===== config.mk =====
export PLATFORM = sky130hd
export DESIGN_NAME = mcd_top
export DESIGN_NICKNAME = d
export VERILOG_FILES = /design/src/core/mcd_pkg.sv /design/src/core/mcd_top.sv
export VERILOG_INCLUDE_DIRS = /design/src /design/src/core
export SDC_FILE = /design/constraint.sdc
export NUM_CORES = 1
export LEC_CHECK = 0
export ABC_AREA = 0
export BUFFER_PORTS_ARGS = -buffer_cell sky130_fd_sc_hd__buf_4
export CELL_PAD_IN_SITES_DETAIL_PLACEMENT = 2
export CELL_PAD_IN_SITES_GLOBAL_PLACEMENT = 2
export CORE_ASPECT_RATIO = 0.6
export CORE_MARGIN = 10
export CORE_UTILIZATION = 40
export CTS_CLUSTER_SIZE = 16
export DETAILED_ROUTE_END_ITERATION = 16
export MAX_ROUTING_LAYER = met4
export PLACE_DENSITY = 0.91
export RECOVER_POWER = 25
export SYNTH_ARGS = -nofsm -noshare
export SYNTH_HDL_FRONTEND = slang
export SYNTH_SLANG_ARGS = --single-unit

===== constraint.sdc =====
create_clock -name sys_clk_i -period 8.6 [get_ports sys_clk_i]
set_input_delay 1.72 -clock sys_clk_i [delete_from_list [all_inputs] [get_ports sys_clk_i]]
set_output_delay 1.72 -clock sys_clk_i [all_outputs]
set_load 0.02 [all_outputs]

===== src/core/mcd_params.svh =====
// Constants of the dual-set modem clock divider: offsets, field positions,
// reset values. Included by the package and the core; definitions only.
`ifndef MCD_PARAMS_SVH
`define MCD_PARAMS_SVH

`define MCD_OFF_CLOCK_A 8'h07
`define MCD_OFF_WORD_B_HIGH 8'h08
`define MCD_OFF_WORD_B_MID 8'h09
`define MCD_OFF_WORD_B_LOW 8'h0a
`define MCD_OFF_CLOCK_B 8'h0b

`define MCD_REF_DIV_MSB 7
`define MCD_REF_DIV_LSB 5
`define MCD_PRE1_MSB 4
`define MCD_PRE1_LSB 2
`define MCD_PRE2_MSB 1
`define MCD_PRE2_LSB 0
`define MCD_WORD_LOW_MSB 7
`define MCD_WORD_LOW_LSB 1
`define MCD_DITHER_BIT 0

`define MCD_RST_CLOCK 8'h50
`define MCD_RST_WORD_B_HIGH 8'h83
`define MCD_RST_WORD_B_MID 8'hbd
`define MCD_RST_WORD_B_LOW 8'hf9

`define MCD_BAUD_DIV 3'h7
`define MCD_READ_NONE 8'h00

`endif


===== src/core/mcd_pkg.sv =====
// Types of the dual-set modem clock divider.
// Assumes mcd_params.svh is on the include path.
`include "mcd_params.svh"

package mcd_pkg;

   typedef struct packed {
      logic [2:0] ref_div;
      logic [2:0] prescale_first;
      logic [1:0] prescale_second;
   } mcd_clk_cfg_t;

   typedef struct packed {
      logic [7:0] addr;
      logic [7:0] wdata;
      logic wr;
      logic rd;
   } mcd_bus_req_t;

   typedef struct packed {
      logic ref_tick;
      logic modem_tick;
      logic baud_tick;
   } mcd_ticks_t;

endpackage


===== src/core/mcd_top.sv =====
// Dual-set modem clock divider: configuration registers and the
// reference, modem and baud enable pulses derived from the crystal clock.
// The enables are one-cycle pulses, not divided square clocks.
// Assumes sys_clk_i is the crystal clock, set_sel_i comes from logic on
// the same clock, and the master never raises both strobes at once.
`timescale 1ns/1ps
`include "mcd_params.svh"

module mcd_top (
   // Clock and reset
   input wire logic sys_clk_i,
   input wire logic arst_n_i,
   // Register port
   input wire mcd_pkg::mcd_bus_req_t bus_req_i,
   output logic [7:0] rd_data_o,
   // Set choice
   input wire logic set_sel_i,
   // Clock enables and active settings
   output mcd_pkg::mcd_ticks_t ticks_o,
   output mcd_pkg::mcd_clk_cfg_t active_cfg_o,
   output logic active_set_o,
   output logic [22:0] synth_word_b_o,
   output logic fractional_noise_enable_b_o
);
   import mcd_pkg::*;

   // Register file
   logic [7:0] clock_divider_set_a_q;
   logic [7:0] clock_divider_set_b_q;
   logic [7:0] synth_word_b_high_q;
   logic [7:0] synth_word_b_mid_q;
   logic [7:0] synth_word_b_low_dither_q;

   // Read path
   logic [7:0] rd_data_q;
   logic [4:0] wr_sel;
   logic [4:0] rd_sel;
   logic [7:0] rd_value;

   // Active settings
   mcd_clk_cfg_t active_cfg_q;
   mcd_clk_cfg_t active_cfg_d;
   logic active_set_q;
   logic cfg_change;

   // Dividers
   logic [2:0] ref_cnt_q;
   logic ref_tick_q;
   logic ref_wrap;
   logic [10:0] half_acc_q;
   logic [10:0] half_sum;
   logic [10:0] half_total;
   logic modem_wrap;
   logic modem_tick_q;
   logic [2:0] baud_cnt_q;
   logic baud_tick_q;

   // Field split shared by both sets
   function automatic mcd_clk_cfg_t split_cfg(input logic [7:0] raw);
      mcd_clk_cfg_t c;
      c.ref_div = raw[`MCD_REF_DIV_MSB:`MCD_REF_DIV_LSB];
      c.prescale_first = raw[`MCD_PRE1_MSB:`MCD_PRE1_LSB];
      c.prescale_second = raw[`MCD_PRE2_MSB:`MCD_PRE2_LSB];
      return c;
   endfunction

   // First prescaler ratio in half steps
   function automatic logic [7:0] prescale_first_half(input logic [2:0] code);
      logic [7:0] h;
      h = 8'h05;
      case (code)
         3'h0: h = 8'h05;
         3'h1: h = 8'h06;
         3'h2: h = 8'h08;
         3'h3: h = 8'h0f;
         3'h4: h = 8'h19;
         3'h5: h = 8'h50;
         3'h6: h = 8'h60;
         3'h7: h = 8'h80;
         default: h = 8'h05;
      endcase
      return h;
   endfunction

   // Register select, one bit per mapped offset
   function automatic logic [4:0] decode_addr(input logic [7:0] addr);
      logic [4:0] sel;
      sel = 5'h00;
      case (addr)
         `MCD_OFF_CLOCK_A: sel = 5'h01;
         `MCD_OFF_WORD_B_HIGH: sel = 5'h02;
         `MCD_OFF_WORD_B_MID: sel = 5'h04;
         `MCD_OFF_WORD_B_LOW: sel = 5'h08;
         `MCD_OFF_CLOCK_B: sel = 5'h10;
         default: sel = 5'h00;
      endcase
      return sel;
   endfunction

   // Reference count limit; unsupported code 0 runs as code 1
   function automatic logic [2:0] ref_limit(input logic [2:0] code);
      logic [2:0] lim;
      lim = code;
      if (code == 3'h0) begin
         lim = 3'h1;
      end
      return lim;
   endfunction

   // Strobe decode; read data only for a mapped read
   always_comb begin
      wr_sel = bus_req_i.wr ? decode_addr(bus_req_i.addr) : 5'h00;
      rd_sel = bus_req_i.rd ? decode_addr(bus_req_i.addr) : 5'h00;
      rd_value = `MCD_READ_NONE;
      if (rd_sel != 5'h00) begin
         rd_value = ({8{rd_sel[0]}} & clock_divider_set_a_q)
                  | ({8{rd_sel[1]}} & synth_word_b_high_q)
                  | ({8{rd_sel[2]}} & synth_word_b_mid_q)
                  | ({8{rd_sel[3]}} & synth_word_b_low_dither_q)
                  | ({8{rd_sel[4]}} & clock_divider_set_b_q);
      end
   end

   // Clock set A
   always_ff @(posedge sys_clk_i or negedge arst_n_i) begin
      if (!arst_n_i) begin
         clock_divider_set_a_q <= `MCD_RST_CLOCK;
      end else if (wr_sel[0]) begin
         clock_divider_set_a_q <= bus_req_i.wdata;
      end
   end

   // Clock set B
   always_ff @(posedge sys_clk_i or negedge arst_n_i) begin
      if (!arst_n_i) begin
         clock_divider_set_b_q <= `MCD_RST_CLOCK;
      end else if (wr_sel[4]) begin
         clock_divider_set_b_q <= bus_req_i.wdata;
      end
   end

   // Word B, high byte
   always_ff @(posedge sys_clk_i or negedge arst_n_i) begin
      if (!arst_n_i) begin
         synth_word_b_high_q <= `MCD_RST_WORD_B_HIGH;
      end else if (wr_sel[1]) begin
         synth_word_b_high_q <= bus_req_i.wdata;
      end
   end

   // Word B, middle byte
   always_ff @(posedge sys_clk_i or negedge arst_n_i) begin
      if (!arst_n_i) begin
         synth_word_b_mid_q <= `MCD_RST_WORD_B_MID;
      end else if (wr_sel[2]) begin
         synth_word_b_mid_q <= bus_req_i.wdata;
      end
   end

   // Word B, low seven bits and dither enable
   always_ff @(posedge sys_clk_i or negedge arst_n_i) begin
      if (!arst_n_i) begin
         synth_word_b_low_dither_q <= `MCD_RST_WORD_B_LOW;
      end else if (wr_sel[3]) begin
         synth_word_b_low_dither_q <= bus_req_i.wdata;
      end
   end

   // Read data, valid the cycle after the strobe only
   always_ff @(posedge sys_clk_i or negedge arst_n_i) begin
      if (!arst_n_i) begin
         rd_data_q <= `MCD_READ_NONE;
      end else begin
         rd_data_q <= rd_value;
      end
   end

   // Active set choice
   always_comb begin
      active_cfg_d = set_sel_i ? split_cfg(clock_divider_set_b_q)
                               : split_cfg(clock_divider_set_a_q);
      cfg_change = (active_cfg_d != active_cfg_q) || (set_sel_i != active_set_q);
   end

   // Active settings, restart point of every divider
   always_ff @(posedge sys_clk_i or negedge arst_n_i) begin
      if (!arst_n_i) begin
         active_cfg_q <= mcd_clk_cfg_t'(`MCD_RST_CLOCK);
      end else begin
         active_cfg_q <= active_cfg_d;
      end
   end

   // Registered copy of the select
   always_ff @(posedge sys_clk_i or negedge arst_n_i) begin
      if (!arst_n_i) begin
         active_set_q <= 1'b0;
      end else begin
         active_set_q <= set_sel_i;
      end
   end

   // Reference divider
   always_comb begin
      ref_wrap = ref_cnt_q >= ref_limit(active_cfg_q.ref_div);
   end

   // Count restarts on a change or at the limit
   always_ff @(posedge sys_clk_i or negedge arst_n_i) begin
      if (!arst_n_i) begin
         ref_cnt_q <= 3'h0;
      end else if (cfg_change || ref_wrap) begin
         ref_cnt_q <= 3'h0;
      end else begin
         ref_cnt_q <= ref_cnt_q + 3'h1;
      end
   end

   // Pulse suppressed in the restart cycle
   always_ff @(posedge sys_clk_i or negedge arst_n_i) begin
      if (!arst_n_i) begin
         ref_tick_q <= 1'b0;
      end else begin
         ref_tick_q <= ref_wrap && !cfg_change;
      end
   end

   // Modem divider in half steps, so fractional ratios average exactly
   always_comb begin
      half_total = {3'h0, prescale_first_half(active_cfg_q.prescale_first)}
                   << active_cfg_q.prescale_second;
      half_sum = half_acc_q + 11'h002;
      modem_wrap = ref_tick_q && (half_sum >= half_total);
   end

   // Remainder keeps the half step of fractional ratios
   always_ff @(posedge sys_clk_i or negedge arst_n_i) begin
      if (!arst_n_i) begin
         half_acc_q <= 11'h000;
      end else if (cfg_change) begin
         half_acc_q <= 11'h000;
      end else if (modem_wrap) begin
         half_acc_q <= half_sum - half_total;
      end else if (ref_tick_q) begin
         half_acc_q <= half_sum;
      end
   end

   // Pulse suppressed in the restart cycle
   always_ff @(posedge sys_clk_i or negedge arst_n_i) begin
      if (!arst_n_i) begin
         modem_tick_q <= 1'b0;
      end else begin
         modem_tick_q <= modem_wrap && !cfg_change;
      end
   end

   // Baud divider, one pulse per eight modem pulses
   always_ff @(posedge sys_clk_i or negedge arst_n_i) begin
      if (!arst_n_i) begin
         baud_cnt_q <= 3'h0;
      end else if (cfg_change) begin
         baud_cnt_q <= 3'h0;
      end else if (modem_tick_q) begin
         baud_cnt_q <= baud_cnt_q + 3'h1;
      end
   end

   // Pulse on the eighth modem pulse, none in a restart
   always_ff @(posedge sys_clk_i or negedge arst_n_i) begin
      if (!arst_n_i) begin
         baud_tick_q <= 1'b0;
      end else begin
         baud_tick_q <= modem_tick_q && (baud_cnt_q == `MCD_BAUD_DIV)
                        && !cfg_change;
      end
   end

   // Outputs, each straight from a flop
   assign rd_data_o = rd_data_q;
   assign ticks_o = '{ref_tick: ref_tick_q, modem_tick: modem_tick_q, baud_tick: baud_tick_q};
   assign active_cfg_o = active_cfg_q;
   assign active_set_o = active_set_q;
   assign synth_word_b_o = {synth_word_b_high_q, synth_word_b_mid_q,
      synth_word_b_low_dither_q[`MCD_WORD_LOW_MSB:`MCD_WORD_LOW_LSB]};
   assign fractional_noise_enable_b_o = synth_word_b_low_dither_q[`MCD_DITHER_BIT];

endmodule // mcd_top


==> flow_summary.yaml <==
status:
  outcome: "finished, violations left"
  violations: "max-capacitance violations, max-slew violations"
place:
  dp_slack_ns: 4.30
  finalWeightedCongestion: 0.904
  port_buffers: 64
  dpl.hpwl_um: 12500
  place_area_um2: 5110
drt:
  ant_nets: 0
  viasPerCell: 6.21
  vias: 4036
  drt_iter0_drc: 299
  drc_errors: 0
  drt-pass1-iter-count: 5
  routed_wl_um: 18000
  wl_per_cell_um: 27.7
timing:
  worst_slew_pin_slew_ns: 4.23
  final.setup.tns_ns: 0
  hold_ws_ns: 0.491
  rsz0062_at_grt: "no"
  setup_viol: 0
  fin_crit_ns: 5.24
  max_freq_mhz: 191
  min_period_over_period_pct: 61.0
  hold_viol_final: 0
  relSlewSlack_pct: -182
  drv_slew: 78
  setup_ws_ns: 3.36
  skew_ns: 0.0137
synthesis:
  netlist_instances: 443
  avgSynthCellArea_um2: 10.2
  syn-cell-area_um2: 4540
  synth-seq-cells: 77
  yosysSeqAreaShare_pct: 43.0
  syn_nets: 487
  synth.distinct_cells: 56
  ys_async_sr_fraction_pct: 100
  yosysWarnings: 0
  synth_edf_count: 0
  synth_top_flop_cell: "dfrtp_1"
setup_path:
  path_cells: "clkbuf_1"
  arrival_ns: 4.70
  crit_fanout: 77
  r2r-start: "active_cfg_o[3]$_DFF_PN0_"
  required_ns: 8.06
  criticalPathCategory: "input pin to async pin"
  cp-start-kind: "input pin"
  max_stage_delay_ns: 2.92
  cp-end-kind: "async pin"
  crit_start: "arst_n_i"
  crit_family: "buffers and inverters"
  crit_buf_inv: 1
  cp_slowest_cell: "clkbuf_1"
finish:
  drive_above_1_share_pct: 31.0
  fin_nets: 545
  final_cell_mix: "buf_4, dfrtp_1, nand2_1"
  fillers: 1151
  final_common_cell: "buf_4"
  regArea_um2: 1950
  fin_area_um2: 5420
  synthToLayoutAreaGrowth_pct: 19.5
  diodes: 0
  final_util_pct: 48.5
  multi_input_comb_area_um2: 2420
die:
  die-area_um2: 16100
  core_area_um2: 11200
  rows: 30
  boundaryPins: 65
  die_h_um: 103
  start_util_pct: 40.6
  die_width_um: 158
global_route:
  grt_pass1_vias: 4444
  grt_max_degree: 78
  grt_pass1_wl_um: 27900
  grt_usage_pct: 23.8
  antenna_found_initial: 0
  grt_overflow_total: 0
clock_network:
  cts_setup_buffers: 0
  h-tree-depth: 3
  cts_max_path_buffers: 2
  cts_resized: 0
  cts_tree: "yes"
  clk_root_buffer_cell: "clkbuf_16"
  cts_buffers: 9
  clk_latency_ns: 0.35
  clkTransAtPathRegs_ns: 0.07
  clock_sinks: 77
  cts_hold_buffers: 0
power_and_ir_drop:
  leakage_nw: 2.46
  p_per_area_nw_per_um2: 225
  ir_drop_uv: 141
run:
  drv_cap: 1
worst_hold_path:
  hp-class: "register to register"
  min_from: "ref_cnt_q[0]$_DFF_PN0_"
==> power breakdown <==
part	switching [mW]	internal (mW)	total, mW
sequential	0.0352	0.387	0.422
clock	0.171	0.257	0.428
combinational	0.237	0.130	0.367
==> metal layers <==
layer	up-vias	track usage, %	part of all wire [%]
met1	2145	29.7	43
met3	20	5.25	6.3
li1	1736	-	-
met2	135	38.8	49
met5	-	-	0
met4	0	5.72	1.4
==> worst register-to-register path: stages (launching register included) <==
cell and delay, ns:
dfrtp_1 0.57, inv_1 0.17, ha_1 0.40, o21ai_0 0.48
a21oi_1 0.18, nand2_1 0.11, o21ai_0 0.11, ha_1 0.43
nand4_1 0.22, o31ai_1 0.54, o21ai_0 0.30, buf_4 0.27
a31o_2 0.25, a311oi_2 0.23
==> cell type report <==
type                       instances  share of cell area [%]
clock buffer                      10                    4.22
clock inverter                     6                    1.73
timing repair buffer              65                    8.86
tap                              144                    3.32
inverter                          16                    1.11
multi-input combinational        332                    44.7
sequential                        77                    36.0
==> stage by stage <==
step           cells  power (mW)
2_1_floorplan    443       0.643
3_3_place_gp     634       0.740
3_5_place_dp     634       0.770
4_1_cts          650        1.22
5_1_grt          650        1.27
6_report         650        1.22
==> kinds of logic after synthesis <==
family | share of synthesized area (%)
flops | 43.0
xor+xnor | 3.28
simple gates | 16.9
compound gates | 13.6
buf+inv | 3.36
mux | 13.3
fa+ha+maj | 6.51
==> path summary, 6_finish.rpt <==
path	to	slack [ns]	cells past startpoint
worst max-delay path	rd_data_o[2]$_DFF_PN0_	3.36	1
worst min-delay path	ref_cnt_q[0]$_DFF_PN0_	0.49	1
worst max register to register	half_acc_q[9]$_DFFE_PN0P_	4.22	13
worst min register to register	ref_cnt_q[0]$_DFF_PN0_	0.49	1
max in group sys_clk_i	half_acc_q[2]$_DFFE_PN0P_	4.03	7
min in group asynchronous	rd_data_o[7]$_DFF_PN0_	2.86	1
==> sequential cells by signal, summed over array words and instances, names as in the netlist <==
register	cells
half_acc_q	11
active_cfg_o	8
clock_divider_set_a_q	8
clock_divider_set_b_q	8
rd_data_o	8
synth_word_b_high_q	8
synth_word_b_low_dither_q	8
synth_word_b_mid_q	8
baud_cnt_q	3
ref_cnt_q	3
active_set_o	1
baud_tick_q	1
modem_tick_q	1
ref_tick_q	1
==> synth_stat cells, types with 2 or more instances <==
master | number | area share [%]
dfrtp_1 | 56 | 31
mux2_2 | 49 | 12
nand2_1 | 46 | 3.8
nor2_1 | 25 | 2.1
ha_1 | 22 | 6.1
dfstp_2 | 21 | 12
nand3_1 | 18 | 2.0
nor3_1 | 17 | 1.9
inv_1 | 16 | 1.3
a22oi_1 | 15 | 2.5
o21ai_0 | 15 | 1.7
a21oi_1 | 12 | 1.3
a31oi_1 | 12 | 1.7
xnor2_1 | 11 | 2.1
clkbuf_1 | 8 | 0.66
or3_1 | 7 | 0.96
a21o_1 | 6 | 0.99
xor2_1 | 6 | 1.2
a222oi_1 | 5 | 1.1
buf_4 | 5 | 0.83
nand2b_1 | 5 | 0.69
nand4_1 | 5 | 0.69
o211ai_1 | 5 | 0.83
buf_2 | 4 | 0.44
nor2b_1 | 4 | 0.55
nand3b_1 | 3 | 0.50
nor3b_1 | 3 | 0.50
o21a_1 | 3 | 0.50
or2_2 | 3 | 0.41
a311oi_2 | 2 | 0.66
a31o_2 | 2 | 0.39
a41oi_1 | 2 | 0.39
mux2_4 | 2 | 0.66
mux2i_1 | 2 | 0.44
nor3_2 | 2 | 0.44
nor4_1 | 2 | 0.28
o21bai_1 | 2 | 0.33
or4_1 | 2 | 0.33
(Power assumes the default switching activity.)
